## config.mk

```make
export PLATFORM = sky130hd
export DESIGN_NAME = obfs_ctrl
export DESIGN_NICKNAME = d
export VERILOG_FILES = /design/src/rtl/obfs_pkg.sv /design/src/rtl/obfs_pulse_if.sv /design/src/rtl/obfs_fault_pulse.sv /design/src/rtl/obfs_ctrl.sv
export SDC_FILE = /design/constraint.sdc
export NUM_CORES = 1
export LEC_CHECK = 0
export BUFFER_PORTS_ARGS = -buffer_cell sky130_fd_sc_hd__buf_2
export CORE_MARGIN = 10
export CORE_UTILIZATION = 45
export DETAILED_ROUTE_END_ITERATION = 16
export GPL_TIMING_DRIVEN = 1
export SETUP_SLACK_MARGIN = 0.05
export SYNTH_ARGS = -nofsm -noshare
export SYNTH_HDL_FRONTEND = slang
export SYNTH_SLANG_ARGS = --single-unit
```

## constraint.sdc

```tcl
create_clock -name clk_sys -period 9.6 [get_ports clk_sys]
set_input_delay 0 -clock clk_sys [delete_from_list [all_inputs] [get_ports clk_sys]]
set_output_delay 0 -clock clk_sys [all_outputs]
set_load 0.02 [all_outputs]
```

## src/rtl/obfs_pkg.sv

```systemverilog
package obfs_pkg;
  // ************************************************
  // Timing
  // ************************************************
  localparam int CLK_PERIOD_NS   = 8;        // 125 MHz
  localparam int CLK_KHZ         = 125000;
  localparam int FAULT_PULSE_NS  = 128000;   // Fault pulse width
  localparam int FAULT_PULSE_CYC = (FAULT_PULSE_NS + CLK_PERIOD_NS - 1) / CLK_PERIOD_NS;
  localparam int SOFTSTART_MS    = 8;        // Pre-charge window
  localparam int SOFTSTART_CYC   = SOFTSTART_MS * 1000000 / CLK_PERIOD_NS;
  localparam int OVERLOAD_MS     = 8;        // Current limit window
  localparam int OVERLOAD_CYC    = OVERLOAD_MS * 1000000 / CLK_PERIOD_NS;
  localparam longint WATCHDOG_S  = 30;       // Host watchdog
  localparam longint WATCHDOG_CYC = WATCHDOG_S * 64'd1000000000 / CLK_PERIOD_NS;
  localparam int OVP_DEGLITCH_US = 1;        // Output overvoltage deglitch
  localparam int OVP_DEGLITCH_CYC = OVP_DEGLITCH_US * 1000 / CLK_PERIOD_NS;
  localparam int BOOST_SW_KHZ    = 1500;     // Boost switching rate
  localparam int BOOST_SW_DIV    = CLK_KHZ / BOOST_SW_KHZ;
  localparam int CNT_W           = 32;
  // ************************************************
  // Reset values and codes
  // ************************************************
  localparam logic       BOOST_REQ_RST = 1'b0;
  localparam logic [1:0] ST_READY = 2'h0;
  localparam logic [1:0] ST_CHG   = 2'h1;
  localparam logic [1:0] ST_DONE  = 2'h2;
  localparam logic [1:0] ST_FAULT = 2'h3;
  localparam logic [2:0] FLT_NONE     = 3'h0;
  localparam logic [2:0] FLT_BST_OVP  = 3'h1;
  localparam logic [2:0] FLT_LOW_SUP  = 3'h2;
  localparam logic [2:0] FLT_THERMAL  = 3'h3;
  localparam logic [2:0] FLT_BST_OC   = 3'h4;
  // Boost mode states
  typedef enum logic [3:0] {
    BST_IDLE   = 4'h1,
    BST_PRECHG = 4'h2,
    BST_SWITCH = 4'h4,
    BST_BURST  = 4'h8
  } obfs_boost_t;
  // Saturating up-count step for the hold timers
  function automatic logic [CNT_W-1:0] obfs_step(input logic [CNT_W-1:0] c);
    return (c == {CNT_W{1'b1}}) ? c : c + 32'h1;
  endfunction
endpackage

```

## src/rtl/obfs_pulse_if.sv

```systemverilog
`timescale 1ns/1ps
`default_nettype none
// Fault event into the pulse timer, busy flag back
interface obfs_pulse_if;
  logic faultEvent;   // One-cycle fault request
  logic pulseActive;  // Pin pulse in progress
  modport ctrl (output faultEvent, input pulseActive);
  modport gen  (input faultEvent, output pulseActive);
endinterface
`default_nettype wire

```

## src/rtl/obfs_fault_pulse.sv

```systemverilog
`timescale 1ns/1ps
`default_nettype none
module obfs_fault_pulse
  import obfs_pkg::*;
#(
  parameter logic [31:0] PULSE_CYC = 32'(obfs_pkg::FAULT_PULSE_CYC)
) (
  // Clock and reset
  input wire logic clk_sys,
  input wire logic rst,
  // Event in, busy out
  obfs_pulse_if.gen pif
);
  logic [31:0] cnt_q;   // Remaining cycles
  logic        act_q;   // Pulse in progress
  logic [31:0] lenQ;    // Helper: observed width

  // ************************************************
  // Pulse timer
  // ************************************************
  // Events during a pulse are dropped so pulses never stretch
  always_ff @(posedge clk_sys or posedge rst) begin
    if (rst) begin
      cnt_q <= 32'h0;
      act_q <= 1'b0;
    end else if (!act_q && pif.faultEvent) begin
      cnt_q <= PULSE_CYC - 32'h1;
      act_q <= 1'b1;
    end else if (act_q) begin
      if (cnt_q == 32'h0) begin
        act_q <= 1'b0;
      end else begin
        cnt_q <= cnt_q - 32'h1;
      end
    end
  end
  assign pif.pulseActive = act_q;

  // Width observer
  always_ff @(posedge clk_sys or posedge rst) begin
    if (rst) begin
      lenQ <= 32'h0;
    end else begin
      lenQ <= act_q ? lenQ + 32'h1 : 32'h0;
    end
  end
endmodule // obfs_fault_pulse
`default_nettype wire

```

## src/rtl/obfs_ctrl.sv

```systemverilog
`timescale 1ns/1ps
`default_nettype none
module obfs_ctrl #(
  parameter logic [31:0] FAULT_PULSE_CYC_P = 32'(obfs_pkg::FAULT_PULSE_CYC),
  parameter logic [31:0] SOFTSTART_CYC_P   = 32'(obfs_pkg::SOFTSTART_CYC),
  parameter logic [31:0] OVERLOAD_CYC_P    = 32'(obfs_pkg::OVERLOAD_CYC),
  parameter logic [31:0] WATCHDOG_CYC_P    = 32'(obfs_pkg::WATCHDOG_CYC),
  parameter logic [31:0] OVP_DEGLITCH_P    = 32'(obfs_pkg::OVP_DEGLITCH_CYC)
) (
  // Clock and reset
  input  wire logic       clk_sys,
  input  wire logic       rst,
  // Host control bits
  input  wire logic       hostMode,
  input  wire logic       boostReqWr,
  input  wire logic       boostReqWrData,
  input  wire logic       watchdogKick,
  input  wire logic       indicatorDriveAllow,
  input  wire logic       currentLimitHighSel,
  input  wire logic       faultClear,
  // Charger status
  input  wire logic       chargeInProgress,
  input  wire logic       chargeDone,
  input  wire logic       chargeEnable,
  input  wire logic       chargeFaultEvent,
  input  wire logic [2:0] chargeFaultCode,
  // Analog indications
  input  wire logic       chipDisablePin,
  input  wire logic       dieShutdownTemp,
  input  wire logic       dieRegTemp,
  input  wire logic       dieRegTempPlus10,
  input  wire logic       batStartWindow,
  input  wire logic       batAboveHold,
  input  wire logic       batBelowMinimum,
  input  wire logic       inputBelowUvlo,
  input  wire logic       inputAboveBatMinus1V,
  input  wire logic       inputOvervoltage,
  input  wire logic       cycleLimitActive,
  input  wire logic       atMinDuty,
  input  wire logic       outAboveBurstEntry,
  input  wire logic       outBelowBurstExit,
  // Open-drain status and alert pins
  output logic            statusPinOut,
  output logic            statusPinOe,
  output logic            alertPinOut,
  output logic            alertPinOe,
  // Power stage controls
  output logic            buckOn,
  output logic            batterySwitchOn,
  output logic            extBatterySwitchGateOn,
  output logic            linearPrecharge,
  output logic            boostSwitching,
  output logic            boostPwmTick,
  output logic            currentLimitHigh,
  output logic            inputCurrentReduce,
  output logic            inputCurrentZero,
  output logic            timersFrozen,
  output logic            hizMode,
  // Status back to host
  output logic            boostRequest,
  output logic            watchdogExpired,
  output logic [1:0]      stateCode,
  output logic [2:0]      faultCode
);
  import obfs_pkg::*;

  // ************************************************
  // Declarations
  // ************************************************
  obfs_boost_t      bst_q, bst_d;      // Boost state
  logic             tsdQ;              // Shutdown seen last cycle
  logic             tsdRise;           // Shutdown entry event
  logic             boostReq_q;        // Boost request bit
  logic [CNT_W-1:0] ssCnt_q;           // Pre-charge timer
  logic [CNT_W-1:0] ovlCnt_q;          // Overload timer
  logic [CNT_W-1:0] ovpCnt_q;          // Overvoltage deglitch
  logic [CNT_W-1:0] wdCnt_q;           // Watchdog timer
  logic [7:0]       pwmDiv_q;          // Switching divider
  logic             boostOn;           // Any boost state
  logic             entryOk;           // Entry conditions met
  logic             exitCd, exitOvp, exitBat, exitSs, exitOvl;
  logic             wdExpire;          // Watchdog runs out
  logic             hwClear;           // Hardware clears request
  logic             boostFault;        // Boost fault event
  logic             statusLow;         // Steady status drive
  logic [2:0]       faultCode_d;       // Next fault code
  obfs_pulse_if     pif ();

  // ************************************************
  // Fault pulse timer
  // ************************************************
  obfs_fault_pulse #(
    .PULSE_CYC (FAULT_PULSE_CYC_P)
  ) u_pulse (
    .clk_sys (clk_sys),
    .rst     (rst),
    .pif     (pif.gen)
  );

  // ************************************************
  // Thermal protection
  // ************************************************
  // Hysteresis lives in the comparator; here the level is used as is and its rising edge starts a fault pulse
  always_ff @(posedge clk_sys or posedge rst) begin
    if (rst) begin
      tsdQ <= 1'b0;
    end else begin
      tsdQ <= dieShutdownTemp;
    end
  end
  assign tsdRise = dieShutdownTemp && !tsdQ;

  // Thermal regulation of input current
  always_ff @(posedge clk_sys or posedge rst) begin
    if (rst) begin
      inputCurrentReduce <= 1'b0;
      inputCurrentZero   <= 1'b0;
      timersFrozen       <= 1'b0;
    end else begin
      inputCurrentReduce <= dieRegTemp || dieRegTempPlus10;
      inputCurrentZero   <= dieRegTempPlus10;
      timersFrozen       <= dieShutdownTemp;
    end
  end

  // ************************************************
  // Boost request bit
  // ************************************************
  assign boostOn = (bst_q != BST_IDLE);
  assign exitCd  = boostOn && chipDisablePin;
  assign exitOvp = boostOn && inputOvervoltage && ovpCnt_q >= OVP_DEGLITCH_P - 32'h1;
  assign exitBat = boostOn && (batBelowMinimum || !batAboveHold);
  assign exitSs  = (bst_q == BST_PRECHG) && !inputAboveBatMinus1V && !tsdQ
                   && ssCnt_q >= SOFTSTART_CYC_P - 32'h1;
  assign exitOvl = (bst_q == BST_SWITCH || bst_q == BST_BURST) && cycleLimitActive
                   && ovlCnt_q >= OVERLOAD_CYC_P - 32'h1;
  assign wdExpire = hostMode && !watchdogKick && !tsdQ
                    && wdCnt_q >= WATCHDOG_CYC_P - 32'h1;
  assign hwClear    = exitCd || exitOvp || exitBat || exitSs || exitOvl || wdExpire;
  assign boostFault = exitOvp || exitBat || exitSs || exitOvl || wdExpire;

  // A host write in the same cycle as a hardware clear wins
  always_ff @(posedge clk_sys or posedge rst) begin
    if (rst) begin
      boostReq_q <= BOOST_REQ_RST;
    end else if (boostReqWr) begin
      boostReq_q <= boostReqWrData;
    end else if (hwClear) begin
      boostReq_q <= 1'b0;
    end
  end
  assign boostRequest = boostReq_q;

  // ************************************************
  // Boost mode state machine
  // ************************************************
  assign entryOk = boostReq_q && hostMode && !chipDisablePin
                   && inputBelowUvlo
                   && batStartWindow && !tsdQ;

  always_comb begin
    bst_d = bst_q;
    if (boostOn && (hwClear || tsdQ || !boostReq_q)) begin
      bst_d = BST_IDLE;
    end else begin
      unique case (bst_q)
        BST_IDLE: begin
          if (entryOk) bst_d = BST_PRECHG;
        end
        BST_PRECHG: begin
          if (inputAboveBatMinus1V) bst_d = BST_SWITCH;
        end
        BST_SWITCH: begin
          if (atMinDuty && outAboveBurstEntry) bst_d = BST_BURST;
        end
        BST_BURST: begin
          if (outBelowBurstExit) bst_d = BST_SWITCH;
        end
        default: bst_d = BST_IDLE;
      endcase
    end
  end

  always_ff @(posedge clk_sys or posedge rst) begin
    if (rst) begin
      bst_q <= BST_IDLE;
    end else begin
      bst_q <= bst_d;
    end
  end

  // ************************************************
  // Hold timers
  // ************************************************
  // Each counter restarts as soon as its condition drops
  always_ff @(posedge clk_sys or posedge rst) begin
    if (rst) begin
      ssCnt_q <= '0;
    end else if (bst_q == BST_PRECHG && !inputAboveBatMinus1V) begin
      if (!tsdQ) ssCnt_q <= obfs_step(ssCnt_q);
    end else begin
      ssCnt_q <= '0;
    end
  end

  always_ff @(posedge clk_sys or posedge rst) begin
    if (rst) begin
      ovlCnt_q <= '0;
    end else if ((bst_q == BST_SWITCH || bst_q == BST_BURST) && cycleLimitActive) begin
      ovlCnt_q <= obfs_step(ovlCnt_q);
    end else begin
      ovlCnt_q <= '0;
    end
  end

  always_ff @(posedge clk_sys or posedge rst) begin
    if (rst) begin
      ovpCnt_q <= '0;
    end else if (boostOn && inputOvervoltage) begin
      ovpCnt_q <= obfs_step(ovpCnt_q);
    end else begin
      ovpCnt_q <= '0;
    end
  end

  // Watchdog keeps running in boost; frozen in thermal shutdown
  always_ff @(posedge clk_sys or posedge rst) begin
    if (rst) begin
      wdCnt_q <= '0;
    end else if (!hostMode || watchdogKick || wdExpire) begin
      wdCnt_q <= '0;
    end else if (!tsdQ) begin
      wdCnt_q <= obfs_step(wdCnt_q);
    end
  end

  // ************************************************
  // Switching clock enable
  // ************************************************
  // Divider only runs while the converter switches
  always_ff @(posedge clk_sys or posedge rst) begin
    if (rst) begin
      pwmDiv_q     <= 8'h0;
      boostPwmTick <= 1'b0;
    end else if (bst_q == BST_SWITCH) begin
      boostPwmTick <= (pwmDiv_q == 8'(BOOST_SW_DIV - 1));
      pwmDiv_q     <= (pwmDiv_q == 8'(BOOST_SW_DIV - 1)) ? 8'h0 : pwmDiv_q + 8'h1;
    end else begin
      pwmDiv_q     <= 8'h0;
      boostPwmTick <= 1'b0;
    end
  end

  // ************************************************
  // Power stage outputs
  // ************************************************
  always_ff @(posedge clk_sys or posedge rst) begin
    if (rst) begin
      buckOn                 <= 1'b0;
      batterySwitchOn        <= 1'b0;
      extBatterySwitchGateOn <= 1'b0;
      linearPrecharge        <= 1'b0;
      boostSwitching         <= 1'b0;
      currentLimitHigh       <= 1'b0;
      hizMode                <= 1'b0;
    end else begin
      buckOn <= chargeEnable && !chipDisablePin && !dieShutdownTemp
                && !boostOn;
      batterySwitchOn        <= chipDisablePin || boostOn || chargeInProgress;
      extBatterySwitchGateOn <= chipDisablePin || boostOn;
      linearPrecharge        <= (bst_d == BST_PRECHG);
      boostSwitching         <= (bst_d == BST_SWITCH);
      currentLimitHigh       <= currentLimitHighSel;
      hizMode                <= chipDisablePin;
    end
  end

  // ************************************************
  // Fault events and status
  // ************************************************
  assign pif.faultEvent = tsdRise || chargeFaultEvent || boostFault;

  // Priority: thermal, low supply, overvoltage, overcurrent
  always_comb begin
    faultCode_d = faultCode;
    if (faultClear) faultCode_d = FLT_NONE;
    if (tsdRise) begin
      faultCode_d = FLT_THERMAL;
    end else if (exitBat || wdExpire) begin
      faultCode_d = FLT_LOW_SUP;
    end else if (exitOvp) begin
      faultCode_d = FLT_BST_OVP;
    end else if (exitSs || exitOvl) begin
      faultCode_d = FLT_BST_OC;
    end else if (chargeFaultEvent) begin
      faultCode_d = chargeFaultCode;
    end
  end

  // New faults win over a clear in the same cycle
  always_ff @(posedge clk_sys or posedge rst) begin
    if (rst) begin
      faultCode       <= FLT_NONE;
      stateCode       <= ST_READY;
      watchdogExpired <= 1'b0;
    end else begin
      faultCode       <= faultCode_d;
      watchdogExpired <= wdExpire;
      if (dieShutdownTemp || faultCode_d != FLT_NONE) stateCode <= ST_FAULT;
      else if (chargeInProgress) stateCode <= ST_CHG;
      else if (chargeDone) stateCode <= ST_DONE;
      else stateCode <= ST_READY;
    end
  end

  // ************************************************
  // Status and alert pins
  // ************************************************
  // Steady drive is suppressed in boost and thermal shutdown
  assign statusLow = chargeInProgress && indicatorDriveAllow && !boostOn
                     && !dieShutdownTemp;
  always_ff @(posedge clk_sys or posedge rst) begin
    if (rst) begin
      statusPinOe <= 1'b0;
      alertPinOe  <= 1'b0;
    end else begin
      statusPinOe <= pif.pulseActive || statusLow;
      alertPinOe  <= pif.pulseActive || statusLow;
    end
  end
  assign statusPinOut = 1'b0;
  assign alertPinOut  = 1'b0;
endmodule // obfs_ctrl
`default_nettype wire

```

==> summary.txt, run 1 <==
Routing
  • DR WL/cell: 15.73 um
  • Vias/cell: 5.513
  • Final ANT Viol Nets: 0
  • DRT iter0 DRCs: 594
  • WL final: 22,020 um
  • First-pass DRT Iterations: 5
  • DR vias: roughly 7,700
  • # DRC: 0

STA
  • Final Max Slew Viols: 0
  • RSZ-0062 raised after global routing: no
  • Fin crit period: approximately 3.5 ns
  • Part of the cycle the worst path needs: 0.3639
  • FMAX: approximately 290 MHz
  • Worst-Margin Slew: around 1.2 ns
  • Final Hold Vio Count: 0
  • Slew HR: 0.1731
  • Setup slack after layout: just over 6 ns
  • Setup TNS: 0 ns
  • Clock Skew: 0.02229 ns
  • Setup violators final: 0

CTS
  • Clk buf depth: 2
  • Reg clk slew, reported paths: roughly 0.07 ns
  • CTS HTree Levels: 4
  • Setup Buffers After CTS: 0
  • Root Buffer: clkbuf_16
  • Total CTS buffers: 17
  • Worst skew pair latency: ~0.44 ns
  • CTS tree: yes
  • Clock sink total: 192

Final layout
  • Final #Nets: ~1,100
  • Fin area: roughly 11,000 sq um
  • # diodes: 0
  • Multi-input gate area: a little under 5000 sq um
  • Layout cells sized above 1: 0.1000
  • Area delta synth->final: 12.85%
  • FF/Latch Area: 4806 sq um
  • FILL cells: ~2,000

Setup path
  • Setup Crit Path Kind: reg2reg
  • Critical path peak fanout: 33
  • Type of origin of the critical path: flip-flop
  • Crit end category: flip-flop
  • Critical path required time: 9.91 ns
  • Data arrival time of the worst path: around 3.8 ns

Floorplan
  • Die Span Y: ~170 um
  • Initial Utilization: 0.4569
  • Chip Width: around 170 um
  • Row cnt: 54
  • Core area: 21,820 sq um
  • IO Count: 52
  • Die Footprint: around 29,000 sq um

Synthesis
  • YS warnings: 0
  • EDFF count, synth: 0
  • Synth area leaders: dfrtp_1 (48%), xor2_1 (7.5%), nor2_1 (6.6%)
  • Ys async rst share: 1.000
  • Netlist Area Pre-Place: 9972 sq um
  • Area leader, netlist: dfrtp_1
  • Mean Syn Cell Area: 9.488 sq um
  • Cells after synthesis: between 1,000 and 1,500
  • Main synth FF type: dfrtp_1
  • Cell variety after synth: 66
  • Register area share after synthesis: 0.4819
  • Synth Register Bits: between 150 and 200
  • Top-area cell type share of the netlist area: 0.4793

Placement
  • DPL Wire Length: 14,800 um
  • Gpl congestion: between 0.8 and 0.9
  • Placement Cell Area: roughly 10,000 sq um
  • Post-Place Setup Slack: 6.085 ns
  • Buffers on Ports: between 40 and 50

GRT
  • Initial antenna violation count: 0
  • GR Util All Layers: 0.1554
  • Vias in the first global route: between 7,000 and 8,000
  • First-pass GRT wire length: around 37,000 um
  • Gr ovfl total: 0
  • Largest net degree at the start of global routing: approximately 140

Power
  • VDD IR max: roughly 0.00011 V
  • Leak pwr: roughly 0.0045 uW
  • Cell Pwr Density: between 150 and 200 nW/um^2

Job
  • MaxCap Viol Count: 0

Run status
  • Status: complete, no violations

Min path
  • Worst hold path type: in2reg
==> registers in the layout, indices dropped and copies added (netlist names) <==
register / flops
u_pulse.cnt_q: 32
ovlCnt_q: 32
watchdogExpired: 1
boostRequest: 1
inputCurrentZero: 1
faultCode: 3
inputCurrentReduce: 1
timersFrozen: 1
extBatterySwitchGateOn: 1
stateCode: 2
boostPwmTick: 1
currentLimitHigh: 1
alertPinOe: 1
wdCnt_q: 32
pwmDiv_q: 8
buckOn: 1
u_pulse.pif.pulseActive: 1
boostSwitching: 1
bst_q: 4
ovpCnt_q: 32
batterySwitchOn: 1
linearPrecharge: 1
ssCnt_q: 32
hizMode: 1
==> stage by stage <==
step | util | std cells | total power, uW | hold WS [ns]
floorplan | - | 1052 | 952.7 | 0.03143
global placement | 0.4794 | 1349 | 985.3 | 0.1089
CTS | 0.5154 | 1399 | 1737 | 0.03943
detailed placement | 0.4794 | 1349 | 986.3 | 0.1097
finish | 0.5157 | 1400 | 1717 | 0.05045
global route | 0.5157 | 1400 | 1783 | 0.08316
==> repair_timing <==
item                                   4_1_cts  5_1_grt
endpoints found under the hold margin      149        0
hold buffers                                18        0
resized for setup                            0        0
setup endpoints to repair                    0        0
==> synth_stat cells, drive strengths merged, types with 10 or more instances <==
| cell | number |
|---|---|
| or4 | 11 |
| inv | 18 |
| a21oi | 25 |
| nor3 | 26 |
| xnor2 | 53 |
| dfrtp | 191 |
| xor2 | 85 |
| and3 | 32 |
| nand2 | 72 |
| nor2 | 175 |
| o21ai | 24 |
| and4 | 19 |
| nor4 | 30 |
| or3 | 21 |
| or2 | 10 |
| buf | 10 |
| nand3 | 61 |
| clkbuf | 28 |
| nand4 | 47 |
==> cells in the final DEF (no fill, tap or decap), types with 17 or more instances in the layout <==
master	instances
nor3_1	26
buf_2	49
xor2_1	85
dfrtp_1	191
a21oi_1	25
o21ai_0	24
xnor2_1	53
or3_1	20
nor4_1	28
nand2_1	71
inv_1	17
dlygate4sd3_1	18
and4_1	19
clkbuf_16	17
nand3_1	60
and3_1	32
nor2_1	175
nand4_1	47
==> worst paths after layout <==
path	start	slack, ns	cells past startpoint	to
setup / recovery	bst_q[3]$_DFF_PP0_	6.11	7	stateCode[1]$_DFF_PP0_
hold / removal	chargeFaultCode[0]	0.05	5	stateCode[0]$_DFF_PP0_
setup reg to reg	bst_q[3]$_DFF_PP0_	6.11	7	stateCode[1]$_DFF_PP0_
hold reg to reg	u_pulse.cnt_q[4]$_DFFE_PP0P_	0.53	2	u_pulse.cnt_q[4]$_DFFE_PP0P_
max in group asynchronous	rst	8.01	4	ovpCnt_q[4]$_DFFE_PP0P_
min in group asynchronous	rst	0.30	3	u_pulse.cnt_q[17]$_DFFE_PP0P_
==> worst max-delay path, stage by stage, from the launching register on <==
cell and delay (ns):
dfrtp_1 0.47, or4b_1 0.76, nand2_4 0.41, a31oi_2 0.12, a211o_1 0.35, or3_1 0.50, nand3b_1 0.21, dlygate4sd3_1 0.56
==> cells by family (layout without fill, tap and decap cells) <==
family          after synthesis  in the layout  synth area share
compound gates               95             95           0.06236
xor+xnor                    138            138            0.1212
fa+ha+maj                     8              8           0.01004
buf+inv                      56            124           0.02447
flops                       192            192            0.4819
mux                           6              6          0.006023
other cells                   1              2         0.0003761
simple gates                555            555            0.2936
==> routing by layer <==
layer / part of all wire / routed length (um) / global-route usage
met1: 0.49 / 10720 / 0.2113
met2: 0.47 / 10300 / 0.2442
met3: 0.028 / 627 / 0.02872
met4: 0.017 / 375 / 0.05261
met5: 0 / 0 / 0
==> power by group <==
part           switching, uW  leakage (uW)  internal [uW]
Sequential              28.1       0.00251            835
Clock                    339      0.000298            402
Combinational           65.1       0.00167           48.8
Total                    432       0.00449           1290
==> final cells by class <==
type,instances,share of cell area
timing repair buffer,74,0.04225
inverter,18,0.006671
clock buffer,18,0.03903
tap,280,0.03113
multi-input combinational,804,0.4390
sequential,192,0.4271
clock inverter,14,0.01490
Note: power is estimated with default switching activity, not from simulation.
==> inputs of run 2 (changes only) <==
--- a/config.mk
+++ b/config.mk
@@ -5,6 +5,7 @@
 export SDC_FILE = /design/constraint.sdc
 export NUM_CORES = 1
 export LEC_CHECK = 0
+export ABC_AREA = 1
 export BUFFER_PORTS_ARGS = -buffer_cell sky130_fd_sc_hd__buf_2
 export CORE_MARGIN = 10
 export CORE_UTILIZATION = 45
==> constraint.sdc (replaced) <==
create_clock -name clk_sys -period 3.59 [get_ports clk_sys]
set_input_delay 0 -clock clk_sys [delete_from_list [all_inputs] [get_ports clk_sys]]
set_output_delay 0 -clock clk_sys [all_outputs]
set_load 0.02 [all_outputs]
==> run 2 against run 1 <==
  * Core utilization is 0.65 points lower
  * Total power rose to 2.5 times the previous value
  * Largest cell class unchanged
  * Critical path type unchanged
  * Clock power rose to 2.6 times the previous value
  * Highest routed layer unchanged
==> summary.txt, run 2 <==
Synthesis
  • Mean Syn Cell Area: between 7 and 8 sq um
  • Most common cell in the synthesized netlist: nand2_1
  • Area leader, netlist: dfrtp_1
  • Register area share after synthesis: 0.4195
  • Cell variety after synth: 60
  • Netlist Area Pre-Place: roughly 11,000 sq um
  • YS warnings: 0
  • Synth Register Bits: about 190
  • Ys async rst share: 1.000
  • Main synth FF type: dfrtp_1
  • Top-area cell type share of the netlist area: 0.4172
  • Cells after synthesis: roughly 1,500
  • EDFF count, synth: 0
  • Synth area leaders: dfrtp_1 (42%), nand2_1 (9.0%), nor2_1 (8.3%)
  • Synth cell count leaders: nand2_1 (276), nor2_1 (253), dfrtp_1 (191)

STA
  • Fin crit period: ~2.5 ns
  • FMAX: roughly 400 MHz
  • Setup violators final: 0
  • Final Max Slew Viols: 0
  • Clock Skew: ~0.018 ns
  • RSZ-0062 raised after global routing: no
  • Final Hold Vio Count: 0
  • Slew HR: 0.3986
  • Setup TNS: 0 ns
  • Worst-Margin Slew: ~0.9 ns
  • Part of the cycle the worst path needs: 0.6893

CTS
  • CTS HTree Levels: 4
  • Worst skew pair latency: around 0.44 ns
  • Total CTS buffers: 17
  • CTS resizes: 0
  • Reg clk slew, reported paths: about 0.070 ns
  • Clk buf depth: 2
  • Clock sink total: roughly 190
  • Root Buffer: clkbuf_16
  • # hold bufs at CTS: 19
  • Setup Buffers After CTS: 0
  • CTS tree: yes

Placement
  • DPL Wire Length: roughly 22,000 um
  • Gpl congestion: 0.9296
  • Placed Cells: between 1,500 and 2,000
  • Buffers on Ports: 49

Run status
  • Status: complete, no violations

GRT
  • First-pass GRT wire length: around 50,000 um
  • Gr ovfl total: 0
  • Vias in the first global route: 9,969
  • Largest net degree at the start of global routing: ~160
  • Initial antenna violation count: 1
  • GR Util All Layers: 0.1839

Routing
  • WL final: between 20,000 and 30,000 um
  • DRT iter0 DRCs: 912
  • Final ANT Viol Nets: 0
  • Vias/cell: approximately 5.3
  • DR vias: between 10,000 and 15,000
  • DR WL/cell: approximately 15 um
  • First-pass DRT Iterations: 5
  • # DRC: 0

Setup path
  • CP bufs+invs: 3
  • Reg2Reg Launch Point: ssCnt_q[1]$_DFFE_PP0P_
  • Type of origin of the critical path: flip-flop
  • Critical path peak fanout: 20
  • Critical-path cell list: ha_1 -> nand2_1 -> nor2_4 -> nand2_2 -> inv_2 -> nand3_1 -> nor2_2 -> nand2_2 -> nand2_4 -> inv_4 -> nor2_4 -> inv_1 -> and3_1 -> nor2_1
  • Slowest cell on crit path: dfrtp_1
  • Worst reg-to-reg setup slack: roughly 1.1 ns
  • Cell family with most CP delay: simple AND/OR/NAND/NOR gates
  • Data arrival time of the worst path: about 2.8 ns
  • Setup Crit Path Kind: reg2reg
  • Reg2reg end: ssCnt_q[20]$_DFFE_PP0P_
  • Crit end category: flip-flop
  • CP max stage delay: between 0.3 and 0.4 ns
  • Critical path required time: 3.95 ns
  • Worst R2R Path Depth: 14

Min path
  • Hold depth: 4
  • Worst Hold Path EP: bst_q[3]$_DFF_PP0_
  • Hold path start: outAboveBurstEntry
  • Worst hold path type: in2reg

Job
  • MaxCap Viol Count: 0

Power
  • Cell Pwr Density: about 340 nW/um^2
  • VDD IR max: roughly 0.00024 V
  • Leak pwr: approximately 0.0053 uW

Floorplan
  • Row cnt: 58
  • Chip Width: 179.6 um
  • Initial Utilization: 0.4563
  • Die Span Y: 179.6 um
  • Core area: between 20,000 and 30,000 sq um
  • Die Footprint: ~32,000 sq um
  • IO Count: 52

Final layout
  • Non-Filler Instances: 1,937
  • Commonest non-fill, non-tap cell in the layout: nand2_1
  • Layout cells sized above 1: 0.1046
  • Most frequent cells in the layout: nand2_1 (276), nor2_1 (253), dfrtp_1 (191)
  • Area delta synth->final: 11.58%
  • Final #Nets: about 1,600
## run 2: cell types whose count changed after synthesis, sizes merged, moves of 37 or more
cell,previous run,this run
a21oi,25,74
inv,18,192
nand2,72,301
nor2,175,266
nor3,26,86
o21ai,24,61
xor2,85,43
## run 2: cells by family (layout without fill, tap and decap cells)
family / after synthesis / after routing / synth area share
DFF: 192 / 192 / 0.4195
AOI/OAI and AO/OA: 194 / 194 / 0.09632
adders and majority gates: 8 / 8 / 0.008737
other: 1 / 3 / 0.0003273
and+or+nand+nor: 852 / 852 / 0.3501
buffers and inverters: 218 / 296 / 0.07765
xor gates and xnor gates: 62 / 62 / 0.04740
## run 2: power by group
part / total, uW / switching [uW] / leakage (uW) / internal [uW]
Combinational: 169 / 119 / 0.00246 / 50.0
Clock: 1950 / 952 / 0.000291 / 1000
Sequential: 2180 / 8.17 / 0.00251 / 2170
## run 2: final cells by class
type                       instances  area [sq um]
multi-input combinational       1118          5766
clock buffer                      18         429.2
clock inverter                    14         161.4
tap                              330         412.9
inverter                         193         735.7
antenna                            1         2.502
timing repair buffer              71         470.5
fill                            2543         12330
sequential                       192          4806
## run 2: through the flow
step / total power [uW] / hold WS [ns] / cell area, sq um / setup slack, ns / util
after floorplan: 2318 / 0.03143 / 11460 / 1.114 / -
after global placement: 2380 / -0.007877 / 12000 / 1.264 / 0.4779
after detailed placement: 2380 / -0.002956 / 12000 / 1.146 / 0.4779
after CTS: 4362 / 0.05670 / 12780 / 1.124 / 0.5090
after global routing: 4469 / 0.07770 / 12780 / 0.8676 / 0.5091
final: 4301 / 0.06707 / 12780 / 1.116 / 0.5091
## run 2: worst min-delay path: stages
cell	delay [ns]
buf_2	0.09
nand2_1	0.13
o22ai_1	0.11
a21boi_0	0.12
## run 2: worst max-delay path by stage
stage | start | to | slack [ns] | depth (start not counted)
detailed placement | ssCnt_q[1]$_DFFE_PP0P_ | ssCnt_q[20]$_DFFE_PP0P_ | 1.15 | 14
CTS | ssCnt_q[1]$_DFFE_PP0P_ | ssCnt_q[20]$_DFFE_PP0P_ | 1.12 | 14
finish | ssCnt_q[1]$_DFFE_PP0P_ | ssCnt_q[20]$_DFFE_PP0P_ | 1.12 | 14
global placement | ovlCnt_q[0]$_DFFE_PP0P_ | u_pulse.cnt_q[25]$_DFFE_PP0P_ | 1.26 | 11
floorplan | rst | alertPinOe$_DFF_PP0_ | 1.11 | 1
global route | ssCnt_q[1]$_DFFE_PP0P_ | ssCnt_q[20]$_DFFE_PP0P_ | 0.87 | 14
## run 2: layer usage
layer,wire length [um],part of all wire,vias up,GRT usage
li1,-,-,5156,-
met1,14070,0.48,4904,0.2477
met2,13900,0.47,223,0.3016
met3,1131,0.038,38,0.02932
met4,508,0.017,0,0.04598
met5,0,0,-,0
